[config.mk]
export PLATFORM = sky130hd
export DESIGN_NAME = rsf_reset_source
export DESIGN_NICKNAME = d
export VERILOG_FILES = /design/src/hw/rsf_pkg.sv /design/src/hw/rsf_watchdog.sv /design/src/hw/rsf_reset_source.sv
export SDC_FILE = /design/constraint.sdc
export NUM_CORES = 1
export LEC_CHECK = 0
export BUFFER_PORTS_ARGS = -buffer_cell sky130_fd_sc_hd__buf_2
export CAP_MARGIN = 20
export CORE_ASPECT_RATIO = 0.9
export CORE_MARGIN = 3
export CORE_UTILIZATION = 58
export DETAILED_ROUTE_END_ITERATION = 10
export PLACE_DENSITY = 0.86
export SYNTH_ARGS = -nofsm -noshare
export SYNTH_HDL_FRONTEND = slang
export SYNTH_SLANG_ARGS = --single-unit
[constraint.sdc]
create_clock -name ref_clk_in -period 6.25 [get_ports ref_clk_in]
set_input_delay 0 -clock ref_clk_in [delete_from_list [all_inputs] [get_ports ref_clk_in]]
set_output_delay 0 -clock ref_clk_in [all_outputs]
set_load 0.01 [all_outputs]
[src/hw/rsf_pkg.sv]
// constants, types and helpers shared by the reset source block
package rsf_pkg;

   // ------------------------------------------------------------
   // register map
   // ------------------------------------------------------------
   localparam logic [7:0] RSF_REG_ADDR     = 8'hEF;
   localparam int         RSF_BIT_PIN      = 0;
   localparam int         RSF_BIT_POR      = 1;
   localparam int         RSF_BIT_MCD      = 2;
   localparam int         RSF_BIT_WDT      = 3;
   localparam int         RSF_BIT_SW       = 4;
   localparam int         RSF_BIT_CMP      = 5;
   localparam int         RSF_BIT_FERR     = 6;
   localparam int         RSF_BIT_USB      = 7;
   localparam logic [7:0] RSF_FLAGS_RESET  = 8'h02;
   localparam logic       RSF_VDD_EN_RESET = 1'b1;
   localparam logic [7:0] RSF_RDATA_RESET  = 8'h00;

   // ------------------------------------------------------------
   // flash limits
   // ------------------------------------------------------------
   localparam logic [15:0] RSF_LIMIT_32K   = 16'h7FFF;
   localparam logic [15:0] RSF_LIMIT_64K   = 16'hFBFF;

   // ------------------------------------------------------------
   // timing
   // ------------------------------------------------------------
   localparam int RSF_CLK_MHZ       = 100;
   localparam int RSF_MCD_TIME_US   = 100;
   localparam int RSF_MCD_CYCLES    = RSF_MCD_TIME_US * RSF_CLK_MHZ;
   localparam int RSF_WDT_PRESCALE  = 12;
   localparam int RSF_WDT_TICKS     = 256;
   localparam int RSF_HOLD_CYCLES   = 16;

   // ------------------------------------------------------------
   // types
   // ------------------------------------------------------------
   typedef enum logic [2:0]
   {
      RSF_ST_RUN  = 3'b001,
      RSF_ST_HOLD = 3'b010,
      RSF_ST_PIN  = 3'b100
   } rsf_state_type;

   // ------------------------------------------------------------
   // helpers
   // ------------------------------------------------------------
   function automatic logic rsf_over_limit(input logic [15:0] addr, input logic big);
      rsf_over_limit = big ? (addr > RSF_LIMIT_64K) : (addr > RSF_LIMIT_32K);
   endfunction

endpackage

[src/hw/rsf_watchdog.sv]
// watchdog counter clocked by the reference clock divided by twelve
`timescale 1ns/1ps
`default_nettype none
module rsf_watchdog
(
   input  wire logic ref_clk_in,
   input  wire logic arst_n_in,
   input  wire logic ce_in,
   input  wire logic restart_in,
   input  wire logic enable_in,
   input  wire logic disable_in,
   input  wire logic kick_in,
   output logic      timeout_out,
   output logic      running_out
);

   // ------------------------------------------------------------
   // state
   // ------------------------------------------------------------
   typedef struct packed
   {
      logic        en;
      logic [3:0]  pre;
      logic [15:0] cnt;
      logic        to;
   } rsf_wdt_state_type;

   rsf_wdt_state_type s_q;
   rsf_wdt_state_type s_d;
   logic              tick;

   // ------------------------------------------------------------
   // next state
   // ------------------------------------------------------------
   always_comb
   begin
      s_d    = s_q;
      s_d.to = 1'b0;
      tick   = (s_q.pre == 4'(rsf_pkg::RSF_WDT_PRESCALE - 1));
      s_d.pre = tick ? 4'h0 : 4'(s_q.pre + 4'h1);
      if (restart_in)
      begin
         // any reset leaves the watchdog running
         s_d.en  = 1'b1;
         s_d.pre = 4'h0;
         s_d.cnt = 16'h0000;
      end
      else
      begin
         if (disable_in)
            s_d.en = 1'b0;
         else if (enable_in)
            s_d.en = 1'b1;
         if (kick_in || !s_q.en)
            s_d.cnt = 16'h0000;
         else if (tick)
         begin
            if (s_q.cnt == 16'(rsf_pkg::RSF_WDT_TICKS - 1))
            begin
               s_d.cnt = 16'h0000;
               s_d.to  = 1'b1;
            end
            else
               s_d.cnt = 16'(s_q.cnt + 16'h0001);
         end
      end
   end

   always_ff @(posedge ref_clk_in or negedge arst_n_in)
   begin
      if (!arst_n_in)
         s_q <= '{en: 1'b1, pre: 4'h0, cnt: 16'h0000, to: 1'b0};
      else if (ce_in)
         s_q <= s_d;
   end

   assign timeout_out = s_q.to;
   assign running_out = s_q.en;

endmodule
`default_nettype wire

[src/hw/rsf_reset_source.sv]
// reset source collector with cause and enable register
`timescale 1ns/1ps
`default_nettype none
// Contract
// - any reset re-enables the watchdog, ticking at clock over twelve.
// - watchdog timeout causes system reset and sets bit 3 flag.
// - internal resets never drive or change the external reset pin.
// - enabled flash write above user limit causes flash error reset.
// - code read above user limit causes flash error reset.
// - branch fetch above user limit causes flash error reset.
// - flash access forbidden by security causes flash error reset.
// - flash write or erase with supply monitor off causes flash error reset.
// - bit 6 reads 1 only after flash error reset, read only.
// - bit 7 flags last USB reset; writing it enables USB source.
// - enabled USB source resets when bus power matches polarity select.
// - enabled clock loss detector resets after 100 us without clock edge.
// - bit 5 enables active low comparator reset and flags it.
// - pin reset sets bit 0 flag on entry.
module rsf_reset_source
#(
   parameter int MCD_LIMIT = rsf_pkg::RSF_MCD_CYCLES
)
(
   input  wire logic        ref_clk_in,
   input  wire logic        arst_n_in,
   input  wire logic        ce_in,
   input  wire logic [7:0]  sfr_addr_in,
   input  wire logic        sfr_wr_in,
   input  wire logic        sfr_rd_in,
   input  wire logic        sfr_rmw_in,
   input  wire logic [7:0]  sfr_wdata_in,
   output logic      [7:0]  sfr_rdata_out,
   input  wire logic        pin_rst_n_in,
   input  wire logic        vdd_low_in,
   input  wire logic        system_clock_signal_in,
   input  wire logic        comparator_out_in,
   input  wire logic        vbus_in,
   input  wire logic        bus_power_polarity_select_in,
   input  wire logic        flash_size_64k_in,
   input  wire logic        flash_write_enable_in,
   input  wire logic        external_move_op_wr_in,
   input  wire logic [15:0] external_move_op_addr_in,
   input  wire logic        code_read_op_in,
   input  wire logic [15:0] code_read_op_addr_in,
   input  wire logic        branch_fetch_in,
   input  wire logic [15:0] branch_fetch_addr_in,
   input  wire logic        flash_security_block_in,
   input  wire logic        flash_wr_erase_in,
   input  wire logic        vdd_monitor_on_in,
   input  wire logic        wdt_enable_in,
   input  wire logic        wdt_disable_in,
   input  wire logic        wdt_kick_in,
   output logic             sys_reset_out,
   output logic             wdt_running_out
);

   // ------------------------------------------------------------
   // state
   // ------------------------------------------------------------
   typedef struct packed
   {
      rsf_pkg::rsf_state_type st;
      logic [7:0]             flags;
      logic                   usb_en;
      logic                   cmp_en;
      logic                   mcd_en;
      logic                   vdd_en;
      logic [4:0]             hold_cnt;
      logic [15:0]            mcd_cnt;
      logic [1:0]             pin_s;
      logic [1:0]             vdd_s;
      logic [1:0]             sclk_s;
      logic [1:0]             cmp_s;
      logic [1:0]             vbus_s;
      logic                   sclk_prev;
      logic [7:0]             rdata;
      logic                   sys_rst;
   } rsf_state_reg_type;

   localparam logic [15:0] MCD_LIM16 = 16'(MCD_LIMIT);
   localparam logic [4:0]  HOLD_LAST = 5'(rsf_pkg::RSF_HOLD_CYCLES - 1);

   // power-on value: inside the stretch, only the supply cause recorded
   localparam rsf_state_reg_type RESET_STATE = '{
      st        : rsf_pkg::RSF_ST_HOLD,
      flags     : rsf_pkg::RSF_FLAGS_RESET,
      usb_en    : 1'b0,
      cmp_en    : 1'b0,
      mcd_en    : 1'b0,
      vdd_en    : rsf_pkg::RSF_VDD_EN_RESET,
      hold_cnt  : 5'h00,
      mcd_cnt   : 16'h0000,
      pin_s     : 2'h3,
      vdd_s     : 2'h0,
      sclk_s    : 2'h0,
      cmp_s     : 2'h3,
      vbus_s    : 2'h0,
      sclk_prev : 1'b0,
      rdata     : rsf_pkg::RSF_RDATA_RESET,
      sys_rst   : 1'b1
   };

   rsf_state_reg_type s_q;
   rsf_state_reg_type s_d;
   logic [7:0]        trig;
   logic              sel;
   logic              wr_ok;
   logic              ferr;
   logic              ferr_ext;
   logic              ferr_code;
   logic              ferr_fetch;
   logic              ferr_sec;
   logic              ferr_supply;
   logic [7:0]        rmw_view;
   logic              wdt_timeout;
   logic              wdt_restart;

   // ------------------------------------------------------------
   // watchdog
   // ------------------------------------------------------------
   // restart held for the whole stretch so every reset starts a fresh count
   assign wdt_restart = s_q.sys_rst;

   rsf_watchdog u_wdt
   (
      .ref_clk_in  (ref_clk_in),
      .arst_n_in   (arst_n_in),
      .ce_in       (ce_in),
      .restart_in  (wdt_restart),
      .enable_in   (wdt_enable_in),
      .disable_in  (wdt_disable_in),
      .kick_in     (wdt_kick_in),
      .timeout_out (wdt_timeout),
      .running_out (wdt_running_out)
   );

   // ------------------------------------------------------------
   // next state
   // ------------------------------------------------------------
   always_comb
   begin
      s_d = s_q;

      // ------------------------------------------------------------
      // input synchronisers
      // ------------------------------------------------------------
      // pins cross in by two flops; only the second stage is looked at
      s_d.pin_s     = {s_q.pin_s[0], pin_rst_n_in};
      s_d.vdd_s     = {s_q.vdd_s[0], vdd_low_in};
      s_d.sclk_s    = {s_q.sclk_s[0], system_clock_signal_in};
      s_d.cmp_s     = {s_q.cmp_s[0], comparator_out_in};
      s_d.vbus_s    = {s_q.vbus_s[0], vbus_in};
      s_d.sclk_prev = s_q.sclk_s[1];

      // ------------------------------------------------------------
      // clock loss detector
      // ------------------------------------------------------------
      // clock loss: count our cycles since the last rising edge
      if (!s_q.mcd_en || (s_q.st != rsf_pkg::RSF_ST_RUN) ||
          (s_q.sclk_s[1] && !s_q.sclk_prev))
         s_d.mcd_cnt = 16'h0000;
      else if (s_q.mcd_cnt < MCD_LIM16)
         s_d.mcd_cnt = 16'(s_q.mcd_cnt + 16'h0001);

      // ------------------------------------------------------------
      // register access decode
      // ------------------------------------------------------------
      sel   = (sfr_addr_in == rsf_pkg::RSF_REG_ADDR);
      wr_ok = sel && sfr_wr_in && (s_q.st == rsf_pkg::RSF_ST_RUN);

      // ------------------------------------------------------------
      // flash fault decode
      // ------------------------------------------------------------
      ferr_ext    = flash_write_enable_in && external_move_op_wr_in &&
                    rsf_pkg::rsf_over_limit(external_move_op_addr_in, flash_size_64k_in);
      ferr_code   = code_read_op_in &&
                    rsf_pkg::rsf_over_limit(code_read_op_addr_in, flash_size_64k_in);
      ferr_fetch  = branch_fetch_in &&
                    rsf_pkg::rsf_over_limit(branch_fetch_addr_in, flash_size_64k_in);
      ferr_sec    = flash_security_block_in;
      ferr_supply = flash_wr_erase_in && !vdd_monitor_on_in;
      ferr        = ferr_ext || ferr_code || ferr_fetch || ferr_sec || ferr_supply;

      // ------------------------------------------------------------
      // cause vector
      // ------------------------------------------------------------
      // the pin is only ever sensed; no internal cause drives it
      trig = 8'h00;
      trig[rsf_pkg::RSF_BIT_PIN]  = !s_q.pin_s[1];
      trig[rsf_pkg::RSF_BIT_POR]  = s_q.vdd_en && s_q.vdd_s[1];
      trig[rsf_pkg::RSF_BIT_MCD]  = s_q.mcd_en && (s_q.mcd_cnt >= MCD_LIM16);
      trig[rsf_pkg::RSF_BIT_WDT]  = wdt_timeout;
      trig[rsf_pkg::RSF_BIT_SW]   = wr_ok && sfr_wdata_in[rsf_pkg::RSF_BIT_SW];
      trig[rsf_pkg::RSF_BIT_CMP]  = s_q.cmp_en && !s_q.cmp_s[1];
      trig[rsf_pkg::RSF_BIT_FERR] = ferr;
      // polarity select is same-clock logic and needs no synchroniser
      trig[rsf_pkg::RSF_BIT_USB]  = s_q.usb_en &&
                                    (s_q.vbus_s[1] == bus_power_polarity_select_in);

      // ------------------------------------------------------------
      // register write: enables only, flags are hardware owned
      // ------------------------------------------------------------
      // flags are never written here, so no set and clear can collide
      if (wr_ok)
      begin
         s_d.usb_en = sfr_wdata_in[rsf_pkg::RSF_BIT_USB];
         s_d.cmp_en = sfr_wdata_in[rsf_pkg::RSF_BIT_CMP];
         s_d.mcd_en = sfr_wdata_in[rsf_pkg::RSF_BIT_MCD];
         s_d.vdd_en = sfr_wdata_in[rsf_pkg::RSF_BIT_POR];
      end

      // ------------------------------------------------------------
      // reset sequencing
      // ------------------------------------------------------------
      case (s_q.st)
         rsf_pkg::RSF_ST_RUN:
         begin
            if (|trig)
            begin
               // every cause firing together is recorded; others read 0
               s_d.flags    = trig;
               s_d.usb_en   = 1'b0;
               s_d.cmp_en   = 1'b0;
               s_d.mcd_en   = 1'b0;
               s_d.hold_cnt = 5'h00;
               s_d.st       = trig[rsf_pkg::RSF_BIT_PIN] ? rsf_pkg::RSF_ST_PIN
                                                         : rsf_pkg::RSF_ST_HOLD;
            end
         end
         rsf_pkg::RSF_ST_PIN:
         begin
            // held as long as the pin is low, then the usual stretch
            if (s_q.pin_s[1])
               s_d.st = rsf_pkg::RSF_ST_HOLD;
         end
         rsf_pkg::RSF_ST_HOLD:
         begin
            // fixed stretch gives the core the same settle time for every cause except a pin reset inside the stretch, which resumes the count
            if (!s_q.pin_s[1])
            begin
               s_d.flags[rsf_pkg::RSF_BIT_PIN] = 1'b1;
               s_d.st = rsf_pkg::RSF_ST_PIN;
            end
            else if (s_q.hold_cnt == HOLD_LAST)
               s_d.st = rsf_pkg::RSF_ST_RUN;
            else
               s_d.hold_cnt = 5'(s_q.hold_cnt + 5'h01);
         end
         default:
         begin
            // an unknown code falls back into the stretch
            s_d.st = rsf_pkg::RSF_ST_HOLD;
         end
      endcase

      // registered so a decode glitch never reaches the reset tree
      s_d.sys_rst = (s_d.st != rsf_pkg::RSF_ST_RUN);

      // ------------------------------------------------------------
      // register read
      // ------------------------------------------------------------
      // rmw must not turn a recorded cause into an enable, nor re-fire bit 4
      rmw_view                        = 8'h00;
      rmw_view[rsf_pkg::RSF_BIT_USB]  = s_q.usb_en;
      rmw_view[rsf_pkg::RSF_BIT_FERR] = s_q.flags[rsf_pkg::RSF_BIT_FERR];
      rmw_view[rsf_pkg::RSF_BIT_CMP]  = s_q.cmp_en;
      rmw_view[rsf_pkg::RSF_BIT_SW]   = 1'b0;
      rmw_view[rsf_pkg::RSF_BIT_WDT]  = s_q.flags[rsf_pkg::RSF_BIT_WDT];
      rmw_view[rsf_pkg::RSF_BIT_MCD]  = s_q.mcd_en;
      rmw_view[rsf_pkg::RSF_BIT_POR]  = s_q.vdd_en;
      rmw_view[rsf_pkg::RSF_BIT_PIN]  = s_q.flags[rsf_pkg::RSF_BIT_PIN];

      if (sel && sfr_rd_in)
      begin
         if (sfr_rmw_in)
            s_d.rdata = rmw_view;
         else
            s_d.rdata = s_q.flags;
      end
      else
         s_d.rdata = rsf_pkg::RSF_RDATA_RESET;
   end

   // ------------------------------------------------------------
   // registers
   // ------------------------------------------------------------
   always_ff @(posedge ref_clk_in or negedge arst_n_in)
   begin
      if (!arst_n_in)
         s_q <= RESET_STATE;
      else if (ce_in)
         s_q <= s_d;
   end

   // ------------------------------------------------------------
   // outputs
   // ------------------------------------------------------------
   assign sfr_rdata_out = s_q.rdata;
   assign sys_reset_out = s_q.sys_rst;

endmodule
`default_nettype wire

==> reports/results.md <==
| Parameter | This run | Unit |
|:---|:---|:---|
| First-pass detailed-route iteration total | 5 | - |
| Critical-path maximum fanout | 13 | - |
| Dominant combinational cell family by area after synthesis | simple AND/OR/NAND/NOR gates | - |
| Post-synthesis to final-layout area growth | 15.2 | % |
| Worst-case reg-to-reg path depth | 6 | - |
| Worst EP required | 6.51 | ns |
| Period utilisation layout | 39.0 | % |
| Total number of vias | 3392 | - |
| Synthesized net count | 509 | - |
| Starting density of the core | 60.9 | % |
| Total of max-cap violations | 0 | - |
| Wire length of the first global-routing pass | 15400 | um |
| Max Clk Rate | 410 | MHz |
| P per Cell Area | 254 | nW/um^2 |
| DRC violation total after the first TritonRoute iteration | 227 | - |
| Cells after Synth | 416 | - |
| Simple-gate share of the synthesized area | 20.4 | % |
| Post-detailed-route count of antenna-violating nets | 0 | - |
| Slew headroom | 34.5 | % |
| Core ar. | 6690 | um^2 |
| Overall die area | 8060 | um^2 |
| Post-Route WL | 9030 | um |
| Average vias per placed instance | 5.92 | - |
| Sequential element share of the synthesized area | 48.2 | % |
| Crit Path Class | reg2reg | - |
| Setup TNS after final layout | 0 | ns |
| Clock-pin slew on the worst setup and hold paths | 0.07 | ns |
| Length of routed wiring on met1 | 3940 | um |
| Worst-case hold slack | 0.0251 | ns |
| Number of global-route vias before repair | 3379 | - |
| Routed wire length per instance | 15.8 | um |
| Unrepaired setup endpoints after global routing | no | - |
| Classification of the worst-slack hold path | in2reg | - |
| Final critical-path required period | 2.44 | ns |
| Type of element launching the critical path | flop | - |
| CTS sink cnt | 78 | - |
| Skew-Pair Late Insertion Delay | 0.34 | ns |
| Level count of the clock H-tree | 3 | - |
| Number of placed instances, taps included | 546 | - |
| Number of buffer cells added on primary ports | 63 | - |
| Worst endpoint data arrival time | 2.70 | ns |
| Post-cts hold buffer count | 11 | - |
| Outcome | finished clean | - |
| Met3 wire length | 484 | um |
| Peak supply drop | 0.148 | mV |
| Number of filler cells placed in the layout | 483 | - |
| Number of warnings issued by yosys | 0 | - |
| Netlist cell types | 60 | - |
| Topmost layer with routed signal wires | met4 | - |
| Post-Synthesis Mean Instance Area | 9.79 | um^2 |
| Count of endpoints failing hold in the final timing report | 0 | - |
| Area fraction in compound gates after synthesis | 17.3 | % |
| Number of synthesized flops with an enable pin | 0 | - |
| Die height | 85.5 | um |
| Main flop type after synthesis | dfrtp_1 | - |
| Asr flop ratio synth | 100 | % |
| Post-cts repair resize count | 0 | - |
| Half-perimeter wire length after placement | 5970 | um |
| Cell depth of the worst min-delay path | 5 | - |
| Total setup violations reported at the end of the flow | 0 | - |
| Mux share of post-synthesis cell area | 4.82 | % |
| Cts bufs inserted | 9 | - |
| Rows | 28 | - |
| Post-Layout Cell Count | 573 | - |
| Synthesized cell area | 4070 | um^2 |
| Nets | 571 | - |
| Post-CTS setup repair buffer count | 0 | - |
| Number of remaining DRC errors | 0 | - |
| Pin count of the biggest net entering global routing | 79 | - |
| Share of layout cells above drive strength 1 | 24.4 | % |
| Antenna Cells | 0 | - |
| Grt total ovfl | 0 | - |
| Standby leakage power | 2.12 | nW |
| Number of antenna violations at the first check in global routing | 0 | - |
| Xor/xnor cell area share of the yosys netlist | 2.37 | % |
| Top-Level Pins | 97 | - |
| Clock root cell | clkbuf_8 | - |
| Nature of the critical path endpoint | flop | - |
| Clock tree from TritonCTS | done | - |
| Die Span X | 94.3 | um |
| Sum of met2 wire segment lengths after detailed routing | 4390 | um |
| Overall routing resource usage | 23.7 | % |
| Fin. max-slew vios | 0 | - |
| Adder-cell area share of the yosys netlist | 1.84 | % |
| FF+latch count, synth | 78 | - |
| Weighted congestion reported at the end of routability-driven placement | 0.802 | - |
| Max clock buf depth | 2 | - |
| Slew at the pin closest to its max-slew limit | 0.983 | ns |
| Final worst clock skew | 0.00610 | ns |
critical path, stage by stage (launching register included):
cell and delay [ns]:
dfstp_2 0.55, or3b_2 0.49, nor2_1 0.30, o31ai_4 0.21
nor2_2 0.45, o21ai_0 0.16, a31oi_1 0.20
sequential cells by signal, summed over array words and instances (netlist names):
name	count
rmw_view	7
s_d	6
s_q	34
sfr_rdata_out	8
sys_reset_out	1
u_wdt.running_out	1
u_wdt.s_q	20
u_wdt.timeout_out	1
synth_stat cells (all sizes together) (8+ instances only):
| library cell | instances | area [um^2] |
|---|---|---|
| o2bb2ai | 9 | 78.8 |
| nand4 | 10 | 62.6 |
| and3 | 10 | 62.6 |
| dfrtp | 69 | 1730 |
| nor3 | 10 | 55.1 |
| clkbuf | 8 | 30.0 |
| nand3 | 12 | 70.1 |
| buf | 16 | 119 |
| mux2 | 13 | 146 |
| inv | 16 | 60.1 |
| a21oi | 10 | 50.1 |
| nand2 | 47 | 176 |
| dfstp | 9 | 236 |
| o21ai | 49 | 245 |
| nor2 | 40 | 153 |
cell usage in the layout, fill, tap and decap left out, drive strengths merged, types with 3 or more instances in the layout:
cell,netlist,final
a211oi,3,3
xor2,6,6
ha,6,6
o2bb2ai,9,9
dlygate4sd3,0,11
nand4,10,10
nand3,12,12
a21oi,10,10
a22o,7,7
nor4,5,5
nand2,47,47
dfstp,9,9
a31oi,6,6
o31ai,5,5
and3,10,10
or3b,3,3
clkbuf,8,14
dfrtp,69,69
mux2i,5,5
mux2,13,13
o21ai,49,49
buf,16,64
xnor2,5,5
nor2b,3,3
nor2,40,40
inv,16,16
and4,3,3
nand2b,4,4
nor3,10,10
cells by family (layout without fill, tap and decap cells):
| kind of cell | after synthesis | in the layout |
|---|---|---|
| xor+xnor | 11 | 11 |
| fa+ha+maj | 6 | 6 |
| flops | 78 | 78 |
| compound gates | 105 | 105 |
| simple gates | 158 | 158 |
| mux | 18 | 18 |
| buf+inv | 40 | 107 |
area by class of cell:
cell class	instances	area, um^2	area share [%]
Multi-Input combinational cell	298	1900	40.5
Tap cell	90	113	2.40
Clock inverter	2	37.5	0.800
Timing Repair Buffer	75	435	9.28
Clock buffer	14	183	3.89
Sequential cell	78	1960	41.8
Inverter	16	60.1	1.28
layer usage:
| layer | up-vias | GRT usage, % |
|---|---|---|
| li1 | 1613 | - |
| met1 | 1640 | 31.9 |
| met2 | 115 | 37.6 |
| met3 | 24 | 5.96 |
| met4 | 0 | 8.53 |
| met5 | - | 0 |
worst paths after layout:
| kind | from | end | slack, ns |
|---|---|---|---|
| worst max-delay path | u_wdt.running_out$_DFFE_PN1P_ | u_wdt.s_q[15]$_DFFE_PN0P_ | 3.81 |
| worst min-delay path | wdt_enable_in | u_wdt.running_out$_DFFE_PN1P_ | 0.03 |
| worst max register to register | u_wdt.running_out$_DFFE_PN1P_ | u_wdt.s_q[15]$_DFFE_PN0P_ | 3.81 |
| worst min register to register | sfr_rdata_out[7]$_DFFE_PN0P_ | sfr_rdata_out[7]$_DFFE_PN0P_ | 0.48 |
| max in group asynchronous | arst_n_in | rmw_view[7]$_DFFE_PN0P_ | 5.26 |
| min in group asynchronous | arst_n_in | s_q[38]$_DFFE_PN0P_ | 0.31 |
per-stage QoR:
stage | instance area (um^2) | power, W | utilization [%] | setup WS, ns
after floorplan | 4070 | 0.000726 | - | 4.19
after global routing | 4690 | 0.00125 | 70.1 | 3.60
after CTS | 4690 | 0.00119 | 70.1 | 3.83
after global placement | 4360 | 0.000771 | 65.2 | 3.91
after detailed placement | 4360 | 0.000785 | 65.2 | 3.88
final | 4690 | 0.00119 | 70.1 | 3.81
power breakdown:
part	total [W]	switching (W)	leakage, nW	internal (W)
registers	0.000598	0.0000457	1.01	0.000553
logic	0.000185	0.0000998	0.995	0.0000848
clock network	0.000408	0.000179	0.109	0.000229
Note: power is estimated with default switching activity, not from simulation.
